==> src/hdl/epiu_consts.vh <==
// Purpose: Constants for the external pin interrupt unit.
// Assumes: Register index times four gives the byte address.
// Notes: Definitions only.
`ifndef EPIU_CONSTS_VH
`define EPIU_CONSTS_VH

// Register indices.
`define EPIU_IDX_EIE 8'h1d
`define EPIU_IDX_PCC 8'h68
`define EPIU_IDX_MLO 8'h6b
`define EPIU_IDX_MMID 8'h6c
`define EPIU_IDX_MHI 8'h6d
`define EPIU_IDX_ESC 8'h70
`define EPIU_IDX_EFL 8'h71
`define EPIU_IDX_PCF 8'h72

// Writable bit masks; other bits read as zero.
`define EPIU_ESC_MASK 8'h0f
`define EPIU_EIE_MASK 8'h03
`define EPIU_PCC_MASK 8'h07
`define EPIU_MMID_MASK 8'h7f
`define EPIU_RESET_VAL 8'h00

// Sense field positions and codes.
`define EPIU_SENSE_A_LSB 0
`define EPIU_SENSE_B_LSB 2
`define EPIU_SENSE_LOW 2'h0
`define EPIU_SENSE_ANY 2'h1
`define EPIU_SENSE_FALL 2'h2
`define EPIU_SENSE_RISE 2'h3

// Request and acknowledge bit positions.
`define EPIU_REQ_EXT_A 0
`define EPIU_REQ_EXT_B 1
`define EPIU_REQ_GRP0 2
`define EPIU_REQ_GRP1 3
`define EPIU_REQ_GRP2 4

// Bus responses.
`define EPIU_RESP_OKAY 2'h0
`define EPIU_RESP_SLVERR 2'h2

`endif

==> src/hdl/epiu_top.v <==
// Purpose: External pin interrupt unit with an AXI4-Lite register slave.
// Assumes: One 20 MHz clock; pins are asynchronous and are synchronised here.
// Notes: Pin activity wakes the clock through the combinational WAKE_O path.
// How it works
// [RULE1] Pins raise requests regardless of their direction; only pin level matters.
// [RULE2] Group 2 request on any unmasked toggle of pins 23 to 16.
// [RULE3] Group 1 request on any unmasked toggle of pins 14 to 8.
// [RULE4] Group 0 request on any unmasked toggle of pins 7 to 0.
// [RULE5] Three mask registers choose which pins feed each group.
// [RULE6] Pin changes are also seen without the clock, to wake from sleep.
// [RULE7] Enabled low-level sensing requests as long as the pin is low.
// [RULE8] Edge and change sensing runs on the clock only.
// [RULE9] Low level on dedicated inputs is seen without the clock for wake.
// [RULE10] A level gone before start-up ends wakes but gives no request.
// [RULE11] Sense bits 3:2 select low, change, falling or rising for input b.
// [RULE12] Sense bits 1:0 select the same for input a.
// [RULE13] Dedicated inputs are sampled before edge detection.
// [RULE14] Source holds low level until the current instruction ends.
// [RULE15] Enable bits 1 and 0 with global enable gate inputs b and a.
// [RULE16] Dedicated edge sets flag; entry or write of one clears it.
// [RULE17] A dedicated flag reads zero while its input senses low level.
// [RULE18] Control bit 2 with global enable gates group 2.
// [RULE19] Unused register bits ignore writes and read as zero.
// [RULE20] Control bits 1 and 0 with global enable gate groups 1 and 0.
// [RULE21] Group change sets group flag; entry or write of one clears it.
// [RULE22] A set mask bit enables its pin, a clear bit disables it.
// [RULE23] Requests are flag, enable and global enable; acknowledge clears.
// [RULE24] All registers reset to zero.
//
// The implementer's own choice: the AXI4-Lite interface to the registers.
`timescale 1ns/1ps
`default_nettype none
`include "epiu_consts.vh"

module epiu_top (
  input wire CLOCK_I, // 20 MHz clock.
  input wire RESET_N_I, // Synchronous reset, active low.
  input wire [1:0] EXT_PIN_I, // Dedicated inputs, bit 0 is a.
  input wire [23:0] PC_PIN_I, // Pin-change inputs.
  input wire GIE_I, // Global interrupt enable from the status word.
  input wire [4:0] ACK_I, // One-cycle vector entry pulses.
  output wire [4:0] IRQ_O, // Request lines toward the CPU.
  output wire WAKE_O, // Clockless wake request.
  input wire [9:0] AWADDR_I, // Write address.
  input wire AWVALID_I, // Write address valid.
  output wire AWREADY_O, // Write address ready.
  input wire [31:0] WDATA_I, // Write data.
  input wire [3:0] WSTRB_I, // Write byte strobes.
  input wire WVALID_I, // Write data valid.
  output wire WREADY_O, // Write data ready.
  output wire [1:0] BRESP_O, // Write response.
  output wire BVALID_O, // Write response valid.
  input wire BREADY_I, // Write response ready.
  input wire [9:0] ARADDR_I, // Read address.
  input wire ARVALID_I, // Read address valid.
  output wire ARREADY_O, // Read address ready.
  output wire [31:0] RDATA_O, // Read data.
  output wire [1:0] RRESP_O, // Read response.
  output wire RVALID_O, // Read data valid.
  input wire RREADY_I // Read data ready.
);

  // Sense match: does an event of the filtered input fit the mode?
  function sense_hit;
    input [1:0] mode;
    input evt;
    input val;
    begin
      case (mode)
        `EPIU_SENSE_ANY: sense_hit = evt;
        `EPIU_SENSE_FALL: sense_hit = evt & ~val;
        `EPIU_SENSE_RISE: sense_hit = evt & val;
        default: sense_hit = 1'b0;
      endcase
    end
  endfunction

  // Address decode: index of an aligned word, or 8'hff when misaligned.
  function [7:0] word_idx;
    input [9:0] addr;
    begin
      if (addr[1:0] != 2'h0) begin
        word_idx = 8'hff;
      end else begin
        word_idx = addr[9:2];
      end
    end
  endfunction

  // Register map hit check.
  function is_mapped;
    input [7:0] idx;
    begin
      case (idx)
        `EPIU_IDX_EIE, `EPIU_IDX_PCC, `EPIU_IDX_MLO,
        `EPIU_IDX_MMID, `EPIU_IDX_MHI, `EPIU_IDX_ESC,
        `EPIU_IDX_EFL, `EPIU_IDX_PCF: is_mapped = 1'b1;
        default: is_mapped = 1'b0;
      endcase
    end
  endfunction

  reg [7:0] esc_ff;
  reg [7:0] eie_ff;
  reg [7:0] pcc_ff;
  reg [7:0] mlo_ff;
  reg [7:0] mmid_ff;
  reg [7:0] mhi_ff;
  reg [1:0] ext_flag_ff;
  reg [2:0] grp_flag_ff;
  reg [1:0] ext_s1_ff;
  reg [1:0] ext_s2_ff;
  reg [1:0] ext_s3_ff;
  reg [1:0] ext_filt_ff;
  reg [23:0] pc_s1_ff;
  reg [23:0] pc_s2_ff;
  reg [23:0] pc_s3_ff;
  reg [23:0] pc_filt_ff;
  reg aw_hold_ff;
  reg [9:0] aw_addr_ff;
  reg w_hold_ff;
  reg [7:0] w_data_ff;
  reg w_lane_ff;
  reg bvalid_ff;
  reg [1:0] bresp_ff;
  reg rvalid_ff;
  reg [31:0] rdata_ff;
  reg [1:0] rresp_ff;

  wire [1:0] ext_evt;
  wire [1:0] nxt_ext_filt;
  wire [23:0] pc_evt;
  wire [23:0] nxt_pc_filt;
  wire [1:0] mode_a;
  wire [1:0] mode_b;
  wire [1:0] lvl_mode;
  wire [1:0] ext_set;
  wire [2:0] grp_set;
  wire [23:0] mask_all;
  wire aw_take;
  wire w_take;
  wire ar_take;
  wire do_wr;
  wire [7:0] wr_idx;
  wire wr_ok;
  wire [7:0] ar_idx;
  wire [1:0] ext_clr;
  wire [2:0] grp_clr;
  reg [1:0] nxt_ext_flag;
  reg [2:0] nxt_grp_flag;
  reg [7:0] rd_byte;

  // Three-stage synchronisers on every pin; stage one feeds only stage two.
  always @(posedge CLOCK_I) begin
    if (!RESET_N_I) begin
      ext_s1_ff <= 2'h3;
      ext_s2_ff <= 2'h3;
      ext_s3_ff <= 2'h3;
      pc_s1_ff <= 24'h000000;
      pc_s2_ff <= 24'h000000;
      pc_s3_ff <= 24'h000000;
    end else begin
      ext_s1_ff <= EXT_PIN_I; // [RULE1] [RULE13]
      ext_s2_ff <= ext_s1_ff;
      ext_s3_ff <= ext_s2_ff;
      pc_s1_ff <= PC_PIN_I; // [RULE1]
      pc_s2_ff <= pc_s1_ff;
      pc_s3_ff <= pc_s2_ff;
    end
  end

  // A change counts only once stages two and three agree, which filters glitches.
  assign nxt_ext_filt = (ext_s2_ff & ~(ext_s2_ff ^ ext_s3_ff)) |
                        (ext_filt_ff & (ext_s2_ff ^ ext_s3_ff));
  assign nxt_pc_filt = (pc_s2_ff & ~(pc_s2_ff ^ pc_s3_ff)) |
                       (pc_filt_ff & (pc_s2_ff ^ pc_s3_ff));
  assign ext_evt = nxt_ext_filt ^ ext_filt_ff; // [RULE8] [RULE13]
  assign pc_evt = nxt_pc_filt ^ pc_filt_ff;

  // Filtered pin values; the idle level of the dedicated inputs is high.
  always @(posedge CLOCK_I) begin
    if (!RESET_N_I) begin
      ext_filt_ff <= 2'h3;
      pc_filt_ff <= 24'h000000;
    end else begin
      ext_filt_ff <= nxt_ext_filt;
      pc_filt_ff <= nxt_pc_filt;
    end
  end

  // Sense modes for both dedicated inputs.
  assign mode_a = esc_ff[`EPIU_SENSE_A_LSB+1:`EPIU_SENSE_A_LSB]; // [RULE12]
  assign mode_b = esc_ff[`EPIU_SENSE_B_LSB+1:`EPIU_SENSE_B_LSB]; // [RULE11]
  assign lvl_mode[0] = (mode_a == `EPIU_SENSE_LOW);
  assign lvl_mode[1] = (mode_b == `EPIU_SENSE_LOW);

  // Edge events that fit the selected sense mode set the dedicated flags.
  assign ext_set[0] = sense_hit(mode_a, ext_evt[0], nxt_ext_filt[0]); // [RULE12]
  assign ext_set[1] = sense_hit(mode_b, ext_evt[1], nxt_ext_filt[1]); // [RULE11]

  // Mask bits pick the pins of each group; bit 15 has no mask and stays out.
  assign mask_all = {mhi_ff, mmid_ff, mlo_ff}; // [RULE5] [RULE22]
  assign grp_set[2] = |(pc_evt[23:16] & mask_all[23:16]); // [RULE2]
  assign grp_set[1] = |(pc_evt[14:8] & mask_all[14:8]); // [RULE3]
  assign grp_set[0] = |(pc_evt[7:0] & mask_all[7:0]); // [RULE4]

  // Bus handshakes: one pending address and one pending data word at most.
  assign AWREADY_O = ~aw_hold_ff;
  assign WREADY_O = ~w_hold_ff;
  assign ARREADY_O = ~rvalid_ff;
  assign aw_take = AWVALID_I & ~aw_hold_ff;
  assign w_take = WVALID_I & ~w_hold_ff;
  assign ar_take = ARVALID_I & ~rvalid_ff;
  assign do_wr = aw_hold_ff & w_hold_ff & ~bvalid_ff;
  assign wr_idx = word_idx(aw_addr_ff);
  assign wr_ok = is_mapped(wr_idx);
  assign ar_idx = word_idx(ARADDR_I);

  // Write-one-to-clear for flags; vector entry clears the serviced flag.
  assign ext_clr[0] = (do_wr & w_lane_ff & (wr_idx == `EPIU_IDX_EFL) & w_data_ff[0]) |
                      ACK_I[`EPIU_REQ_EXT_A];
  assign ext_clr[1] = (do_wr & w_lane_ff & (wr_idx == `EPIU_IDX_EFL) & w_data_ff[1]) |
                      ACK_I[`EPIU_REQ_EXT_B];
  assign grp_clr = ({3{do_wr & w_lane_ff & (wr_idx == `EPIU_IDX_PCF)}} & w_data_ff[2:0]) |
                   ACK_I[`EPIU_REQ_GRP2:`EPIU_REQ_GRP0];

  // Flag update: a set wins over a clear, but level mode forces zero.
  always @* begin
    nxt_ext_flag = (ext_flag_ff & ~ext_clr) | ext_set; // [RULE16]
    nxt_ext_flag = nxt_ext_flag & ~lvl_mode; // [RULE17]
    nxt_grp_flag = (grp_flag_ff & ~grp_clr) | grp_set; // [RULE21]
  end

  always @(posedge CLOCK_I) begin
    if (!RESET_N_I) begin
      ext_flag_ff <= 2'h0; // [RULE24]
      grp_flag_ff <= 3'h0;
    end else begin
      ext_flag_ff <= nxt_ext_flag;
      grp_flag_ff <= nxt_grp_flag;
    end
  end

  // Control register writes keep only the implemented bits.
  always @(posedge CLOCK_I) begin
    if (!RESET_N_I) begin
      esc_ff <= `EPIU_RESET_VAL; // [RULE24]
      eie_ff <= `EPIU_RESET_VAL;
      pcc_ff <= `EPIU_RESET_VAL;
      mlo_ff <= `EPIU_RESET_VAL;
      mmid_ff <= `EPIU_RESET_VAL;
      mhi_ff <= `EPIU_RESET_VAL;
    end else if (do_wr & w_lane_ff) begin
      case (wr_idx)
        `EPIU_IDX_ESC: esc_ff <= w_data_ff & `EPIU_ESC_MASK; // [RULE19]
        `EPIU_IDX_EIE: eie_ff <= w_data_ff & `EPIU_EIE_MASK; // [RULE19]
        `EPIU_IDX_PCC: pcc_ff <= w_data_ff & `EPIU_PCC_MASK; // [RULE19]
        `EPIU_IDX_MLO: mlo_ff <= w_data_ff;
        `EPIU_IDX_MMID: mmid_ff <= w_data_ff & `EPIU_MMID_MASK;
        `EPIU_IDX_MHI: mhi_ff <= w_data_ff;
        default: mlo_ff <= mlo_ff;
      endcase
    end
  end

  // Write channel capture in either order, then one response.
  always @(posedge CLOCK_I) begin
    if (!RESET_N_I) begin
      aw_hold_ff <= 1'b0;
      aw_addr_ff <= 10'h000;
      w_hold_ff <= 1'b0;
      w_data_ff <= 8'h00;
      w_lane_ff <= 1'b0;
      bvalid_ff <= 1'b0;
      bresp_ff <= `EPIU_RESP_OKAY;
    end else begin
      if (aw_take) begin
        aw_hold_ff <= 1'b1;
        aw_addr_ff <= AWADDR_I;
      end
      if (w_take) begin
        w_hold_ff <= 1'b1;
        w_data_ff <= WDATA_I[7:0];
        w_lane_ff <= WSTRB_I[0];
      end
      if (do_wr) begin
        aw_hold_ff <= 1'b0;
        w_hold_ff <= 1'b0;
        bvalid_ff <= 1'b1;
        bresp_ff <= wr_ok ? `EPIU_RESP_OKAY : `EPIU_RESP_SLVERR;
      end else if (bvalid_ff & BREADY_I) begin
        bvalid_ff <= 1'b0;
      end
    end
  end

  // Read mux; reserved bits are never stored, so they read as zero.
  always @* begin
    case (ar_idx)
      `EPIU_IDX_ESC: rd_byte = esc_ff;
      `EPIU_IDX_EIE: rd_byte = eie_ff;
      `EPIU_IDX_PCC: rd_byte = pcc_ff;
      `EPIU_IDX_EFL: rd_byte = {6'h00, ext_flag_ff}; // [RULE19]
      `EPIU_IDX_PCF: rd_byte = {5'h00, grp_flag_ff}; // [RULE19]
      `EPIU_IDX_MLO: rd_byte = mlo_ff;
      `EPIU_IDX_MMID: rd_byte = mmid_ff;
      `EPIU_IDX_MHI: rd_byte = mhi_ff;
      default: rd_byte = 8'h00;
    endcase
  end

  // Read answer one cycle after the address is taken.
  always @(posedge CLOCK_I) begin
    if (!RESET_N_I) begin
      rvalid_ff <= 1'b0;
      rdata_ff <= 32'h00000000;
      rresp_ff <= `EPIU_RESP_OKAY;
    end else if (ar_take) begin
      rvalid_ff <= 1'b1;
      rdata_ff <= {24'h000000, rd_byte};
      rresp_ff <= is_mapped(ar_idx) ? `EPIU_RESP_OKAY : `EPIU_RESP_SLVERR;
    end else if (rvalid_ff & RREADY_I) begin
      rvalid_ff <= 1'b0;
    end
  end

  assign BVALID_O = bvalid_ff;
  assign BRESP_O = bresp_ff;
  assign RVALID_O = rvalid_ff;
  assign RDATA_O = rdata_ff;
  assign RRESP_O = rresp_ff;

  // Level mode requests straight from the filtered low level, so a short
  // low that ends early leaves no request behind.
  assign IRQ_O[`EPIU_REQ_EXT_A] = GIE_I & eie_ff[0] &
    (lvl_mode[0] ? ~ext_filt_ff[0] : ext_flag_ff[0]); // [RULE7] [RULE10] [RULE15]
  assign IRQ_O[`EPIU_REQ_EXT_B] = GIE_I & eie_ff[1] &
    (lvl_mode[1] ? ~ext_filt_ff[1] : ext_flag_ff[1]); // [RULE7] [RULE15]
  assign IRQ_O[`EPIU_REQ_GRP2] = GIE_I & pcc_ff[2] & grp_flag_ff[2]; // [RULE18] [RULE23]
  assign IRQ_O[`EPIU_REQ_GRP1] = GIE_I & pcc_ff[1] & grp_flag_ff[1]; // [RULE20] [RULE23]
  assign IRQ_O[`EPIU_REQ_GRP0] = GIE_I & pcc_ff[0] & grp_flag_ff[0]; // [RULE20] [RULE23]

  // Clockless wake path: raw pins against the last filtered value, so it
  // works with the clock stopped; it may glitch, which only costs a wake.
  assign WAKE_O = (|((PC_PIN_I ^ pc_filt_ff) & mask_all &
                    {pcc_ff[2], {8{1'b0}}, 15'h0000} )) |
                  (|((PC_PIN_I[23:16] ^ pc_filt_ff[23:16]) & mhi_ff & {8{pcc_ff[2]}})) |
                  (|((PC_PIN_I[14:8] ^ pc_filt_ff[14:8]) & mmid_ff[6:0] & {7{pcc_ff[1]}})) |
                  (|((PC_PIN_I[7:0] ^ pc_filt_ff[7:0]) & mlo_ff & {8{pcc_ff[0]}})) | // [RULE6]
                  (|(~EXT_PIN_I & eie_ff[1:0] & lvl_mode)); // [RULE9]

endmodule
`default_nettype wire

==> config.mk <==
export PLATFORM = sky130hd
export DESIGN_NAME = epiu_top
export DESIGN_NICKNAME = d
export VERILOG_FILES = /design/src/hdl/epiu_top.v
export VERILOG_INCLUDE_DIRS = /design/src /design/src/hdl
export SDC_FILE = /design/constraint.sdc
export NUM_CORES = 1
export LEC_CHECK = 0
export BUFFER_PORTS_ARGS = -buffer_cell sky130_fd_sc_hd__buf_2
export CORE_MARGIN = 4
export CORE_UTILIZATION = 40
export CTS_CLUSTER_DIAMETER = 100
export CTS_CLUSTER_SIZE = 20
export DETAILED_ROUTE_END_ITERATION = 16
export SYNTH_ARGS = -nofsm -noshare
export SYNTH_HDL_FRONTEND = slang
export SYNTH_SLANG_ARGS = --single-unit
==> constraint.sdc <==
create_clock -name CLOCK_I -period 2.15 [get_ports CLOCK_I]
set_input_delay 0.43 -clock CLOCK_I [delete_from_list [all_inputs] [get_ports CLOCK_I]]
set_output_delay 0.43 -clock CLOCK_I [all_outputs]
set_load 0.01 [all_outputs]
==> run_summary.xml <==
<?xml version="1.0" encoding="UTF-8"?>
<metrics>
  <group name="run_status">
    <metric name="run_status" unit="">finished with violations</metric>
    <metric name="violations_in_the_final_reports" unit="">negative setup slack</metric>
  </group>
  <group name="drt">
    <metric name="postRouteAntennaNets" unit="">0</metric>
    <metric name="drt-initial-drc-count" unit="">358</metric>
    <metric name="remaining_design_rule_violation_count" unit="">0</metric>
    <metric name="via_count" unit="">5701</metric>
    <metric name="drt_first_pass_iters" unit="">5</metric>
    <metric name="wl_per_cell" unit="microns">16.12</metric>
    <metric name="vias_per_cell" unit="">5.072</metric>
    <metric name="finalWirelength" unit="mm">18.12</metric>
  </group>
  <group name="placed_design">
    <metric name="dpl.cell_count" unit="">1088</metric>
    <metric name="gpl.final_weighted_congestion" unit="">0.8544</metric>
    <metric name="numPortBuffers" unit="">87</metric>
    <metric name="place_hpwl" unit="mm">13.08</metric>
    <metric name="detailedPlace.worstSlack" unit="ps">-6.880</metric>
  </group>
  <group name="critical_path">
    <metric name="setup.worst_path.end_class" unit="">primary output</metric>
    <metric name="worst-setup-path-type" unit="">reg2out</metric>
    <metric name="timing.critical_path.fanout_max" unit="">4</metric>
    <metric name="worst-endpoint-arrival" unit="ps">1820</metric>
    <metric name="startpoint_type" unit="">register</metric>
    <metric name="critPathRequiredTime" unit="ps">1720</metric>
  </group>
  <group name="synth">
    <metric name="postSynthCellCount" unit="">792</metric>
    <metric name="synth_area_leaders" unit="">dfxtp_1 47%, and2_1 6.1%, nand2_1 4.5%</metric>
    <metric name="area_fraction_of_the_dominant_cell_type_after_synthesis" unit="%">47.12</metric>
    <metric name="synth.cell_area" unit="sq mm">0.007222</metric>
    <metric name="most_common_library_cells_after_synthesis" unit="">170 x dfxtp_1, 86 x nand2_1, 70 x and2_1</metric>
    <metric name="synth_most_common_cell" unit="">dfxtp_1</metric>
    <metric name="synth-seq-area-share" unit="%">47.12</metric>
    <metric name="number_of_library_cell_types_mapped_by_synthesis" unit="">62</metric>
    <metric name="synthesis.area_per_instance" unit="sq um">9.119</metric>
    <metric name="synth_top_cell_by_area" unit="">dfxtp_1</metric>
    <metric name="share_of_synthesized_registers_carrying_an_async_set_or_reset" unit="%">0</metric>
    <metric name="synthFlopType" unit="">dfxtp_1</metric>
    <metric name="yosysWarnings" unit="">0</metric>
    <metric name="number_of_synthesized_flops_with_an_enable_pin" unit="">0</metric>
    <metric name="ys_ff_latch" unit="">170</metric>
  </group>
  <group name="sta">
    <metric name="rsz0062_at_grt" unit="">yes</metric>
    <metric name="final_period_minus_worst_setup_slack" unit="ps">2246</metric>
    <metric name="finalSetupTns" unit="ps">-96.28</metric>
    <metric name="tightestPinTransition" unit="ps">672.4</metric>
    <metric name="fmax" unit="MHz">445.2</metric>
    <metric name="timing.final.max_slew_violations" unit="">0</metric>
    <metric name="timing.slew.headroom" unit="%">55.17</metric>
    <metric name="total_count_of_hold_check_failures_in_the_final_report" unit="">0</metric>
    <metric name="fin_crit_sh" unit="%">104.5</metric>
    <metric name="clock_skew" unit="ps">11.97</metric>
    <metric name="timing.final.setup_violations" unit="">1</metric>
    <metric name="finalWorstSetupSlack" unit="ps">-96.28</metric>
  </group>
  <group name="final_layout">
    <metric name="seq_area" unit="sq mm">0.003412</metric>
    <metric name="syn2layout_area_growth" unit="%">17.15</metric>
    <metric name="nNetsFinal" unit="">980</metric>
    <metric name="num-fill-cells" unit="">1686</metric>
    <metric name="final_layout_size_suffix_gt1_share" unit="%">18.60</metric>
    <metric name="finalNonFillerCells" unit="">1124</metric>
    <metric name="multi_input_area" unit="sq mm">0.003577</metric>
  </group>
  <group name="pwr">
    <metric name="comb_power_share" unit="%">5.9</metric>
    <metric name="power.clock.fraction" unit="%">44.4</metric>
    <metric name="power_per_cell_area" unit="mW/mm^2">789.5</metric>
    <metric name="power.switching" unit="W">0.001659</metric>
    <metric name="internal_dissipation" unit="W">0.005021</metric>
    <metric name="worst_ir_drop_vdd" unit="mV">0.5682</metric>
    <metric name="seq_power_share" unit="%">49.7</metric>
    <metric name="p_leak" unit="nW">3.406</metric>
    <metric name="netSwitchingFraction" unit="%">24.83</metric>
  </group>
  <group name="worst_hold_path">
    <metric name="hold_path.class" unit="">in2reg</metric>
  </group>
  <group name="floorplanning">
    <metric name="core.rowCount" unit="">48</metric>
    <metric name="floorplan.core_area" unit="sq mm">0.01748</metric>
    <metric name="start_util" unit="%">41.32</metric>
    <metric name="die_y" unit="microns">142.4</metric>
    <metric name="die_x" unit="microns">142.4</metric>
    <metric name="floorplan.io_pins" unit="">142</metric>
    <metric name="die_area" unit="sq mm">0.02027</metric>
  </group>
  <group name="cts">
    <metric name="h_tree_level_count" unit="">4</metric>
    <metric name="clockRootBuffer" unit="">clkbuf_16</metric>
    <metric name="postCtsHoldBufs" unit="">0</metric>
    <metric name="cts_tree" unit="">done</metric>
    <metric name="cts_num_sinks" unit="">170</metric>
    <metric name="latest_clock_arrival_within_the_worst_skew_pair" unit="ps">430</metric>
    <metric name="worst_setup_hold_path_clk_slew" unit="ps">70</metric>
    <metric name="ctsLongestPathBuffers" unit="">2</metric>
    <metric name="tritoncts.num_buffers" unit="">17</metric>
  </group>
  <group name="grt">
    <metric name="grt_pass1_vias" unit="">5316</metric>
    <metric name="grt.total_usage" unit="%">17.99</metric>
    <metric name="grt_start_max_net_pins" unit="">82</metric>
    <metric name="grt_pass1_wl" unit="mm">28.48</metric>
    <metric name="antenna_found_initial" unit="">2</metric>
    <metric name="global_route.overflow_total" unit="">0</metric>
  </group>
  <group name="flow_run">
    <metric name="drv.max_cap_violation_count" unit="">0</metric>
  </group>
</metrics>
==> logic make-up (layout without fill, tap and decap cells) <==
family	count (synthesis)	in the layout	share of synthesized area [%]
AO/OA/AOI/OAI	169	169	14.09
multiplexers	30	30	4.175
buffers and inverters	68	149	4.955
AND/OR/NAND/NOR	330	330	26.70
flip-flops	170	170	47.12
XOR/XNOR	24	24	2.911
other	1	27	0.05193
==> path summary, 6_finish.rpt <==
path | startpoint | end | slack [ps] | cells past startpoint
setup reg to reg | aw_addr_ff[0] | mlo_ff[0] | 350 | 5
hold reg to reg | ext_s1_ff[1] | ext_s2_ff[1] | 410 | 1
setup / recovery | pc_filt_ff[5] | WAKE_O | -100 | 6
hold / removal | EXT_PIN_I[1] | ext_s1_ff[1] | 210 | 2
==> metal layers <==
layer,track usage [%],vias up,share of wire [%]
met2,28.07,115,46
li1,-,2907,-
met1,24.56,2660,47
met3,4.772,17,4.9
met5,0,-,0.11
met4,5.303,2,1.2
==> state kept, by name (all words and copies together) (netlist names), 3 cells and up <==
| name | count |
|---|---|
| RDATA_O | 8 |
| aw_addr_ff | 10 |
| esc_ff | 4 |
| grp_flag_ff | 3 |
| mhi_ff | 8 |
| mlo_ff | 8 |
| mmid_ff | 7 |
| pc_filt_ff | 23 |
| pc_s1_ff | 23 |
| pc_s2_ff | 23 |
| pc_s3_ff | 23 |
| pcc_ff | 3 |
| w_data_ff | 8 |
==> cell type report <==
cell class                 instances  share of cell area [%]
sequential                       170                   40.33
tap                              225                   3.327
multi-input combinational        579                   42.28
clock inverter                    14                   1.627
inverter                          14                  0.6211
antenna                            1                 0.02958
timing repair buffer             103                   6.714
clock buffer                      18                   5.072
==> power groups by stage <==
| stage | Combinational (W) | Clock (W) | Sequential (W) |
|---|---|---|---|
| after floorplan | 0.000273 | 0 | 0.00336 |
| after global placement | 0.000390 | 0 | 0.00339 |
| after detailed placement | 0.000394 | 0 | 0.00339 |
| after CTS | 0.000395 | 0.00303 | 0.00332 |
| after global routing | 0.000441 | 0.00316 | 0.00333 |
| final | 0.000394 | 0.00296 | 0.00332 |
==> cells in the final DEF (no fill, tap or decap), types with 14 or more instances in the layout <==
| cell | synthesis | layout |
|---|---|---|
| nand2_1 | 86 | 86 |
| and2_1 | 70 | 70 |
| buf_4 | 27 | 15 |
| buf_2 | 1 | 87 |
| mux2i_1 | 29 | 29 |
| a21oi_1 | 58 | 58 |
| nor2_1 | 50 | 50 |
| dfxtp_1 | 170 | 163 |
| nor3b_1 | 21 | 21 |
| conb_1 | 1 | 26 |
| nand2b_1 | 14 | 14 |
| o21ai_0 | 63 | 63 |
| xor2_1 | 23 | 22 |
| clkbuf_16 | 0 | 17 |
| and3b_1 | 18 | 18 |
==> metrics by stage <==
stage	hold slack [ps]	area (sq um)	total power (W)	utilization [%]
after global routing	217.9	8461	0.006934	48.41
final	209.2	8461	0.006679	48.41
after floorplan	386.3	7316	0.003637	-
after detailed placement	395.4	7838	0.003786	44.85
after CTS	190.5	8438	0.006743	48.28
after global placement	392.1	7838	0.003781	44.85
==> what timing repair did <==
item                       CTS  global route
setup endpoints to repair    1             1
buffers inserted             3             0
resized for setup            6             5
pin swaps                   10            11
==> worst max-delay path, stage by stage, from the launching register on <==
cell	delay (ps)
dfxtp_2	330
xor2_1	150
a22oi_1	200
nand4_1	190
a22oi_2	230
nand4_1	120
buf_2	160
Note: power is estimated with default switching activity, not from simulation.
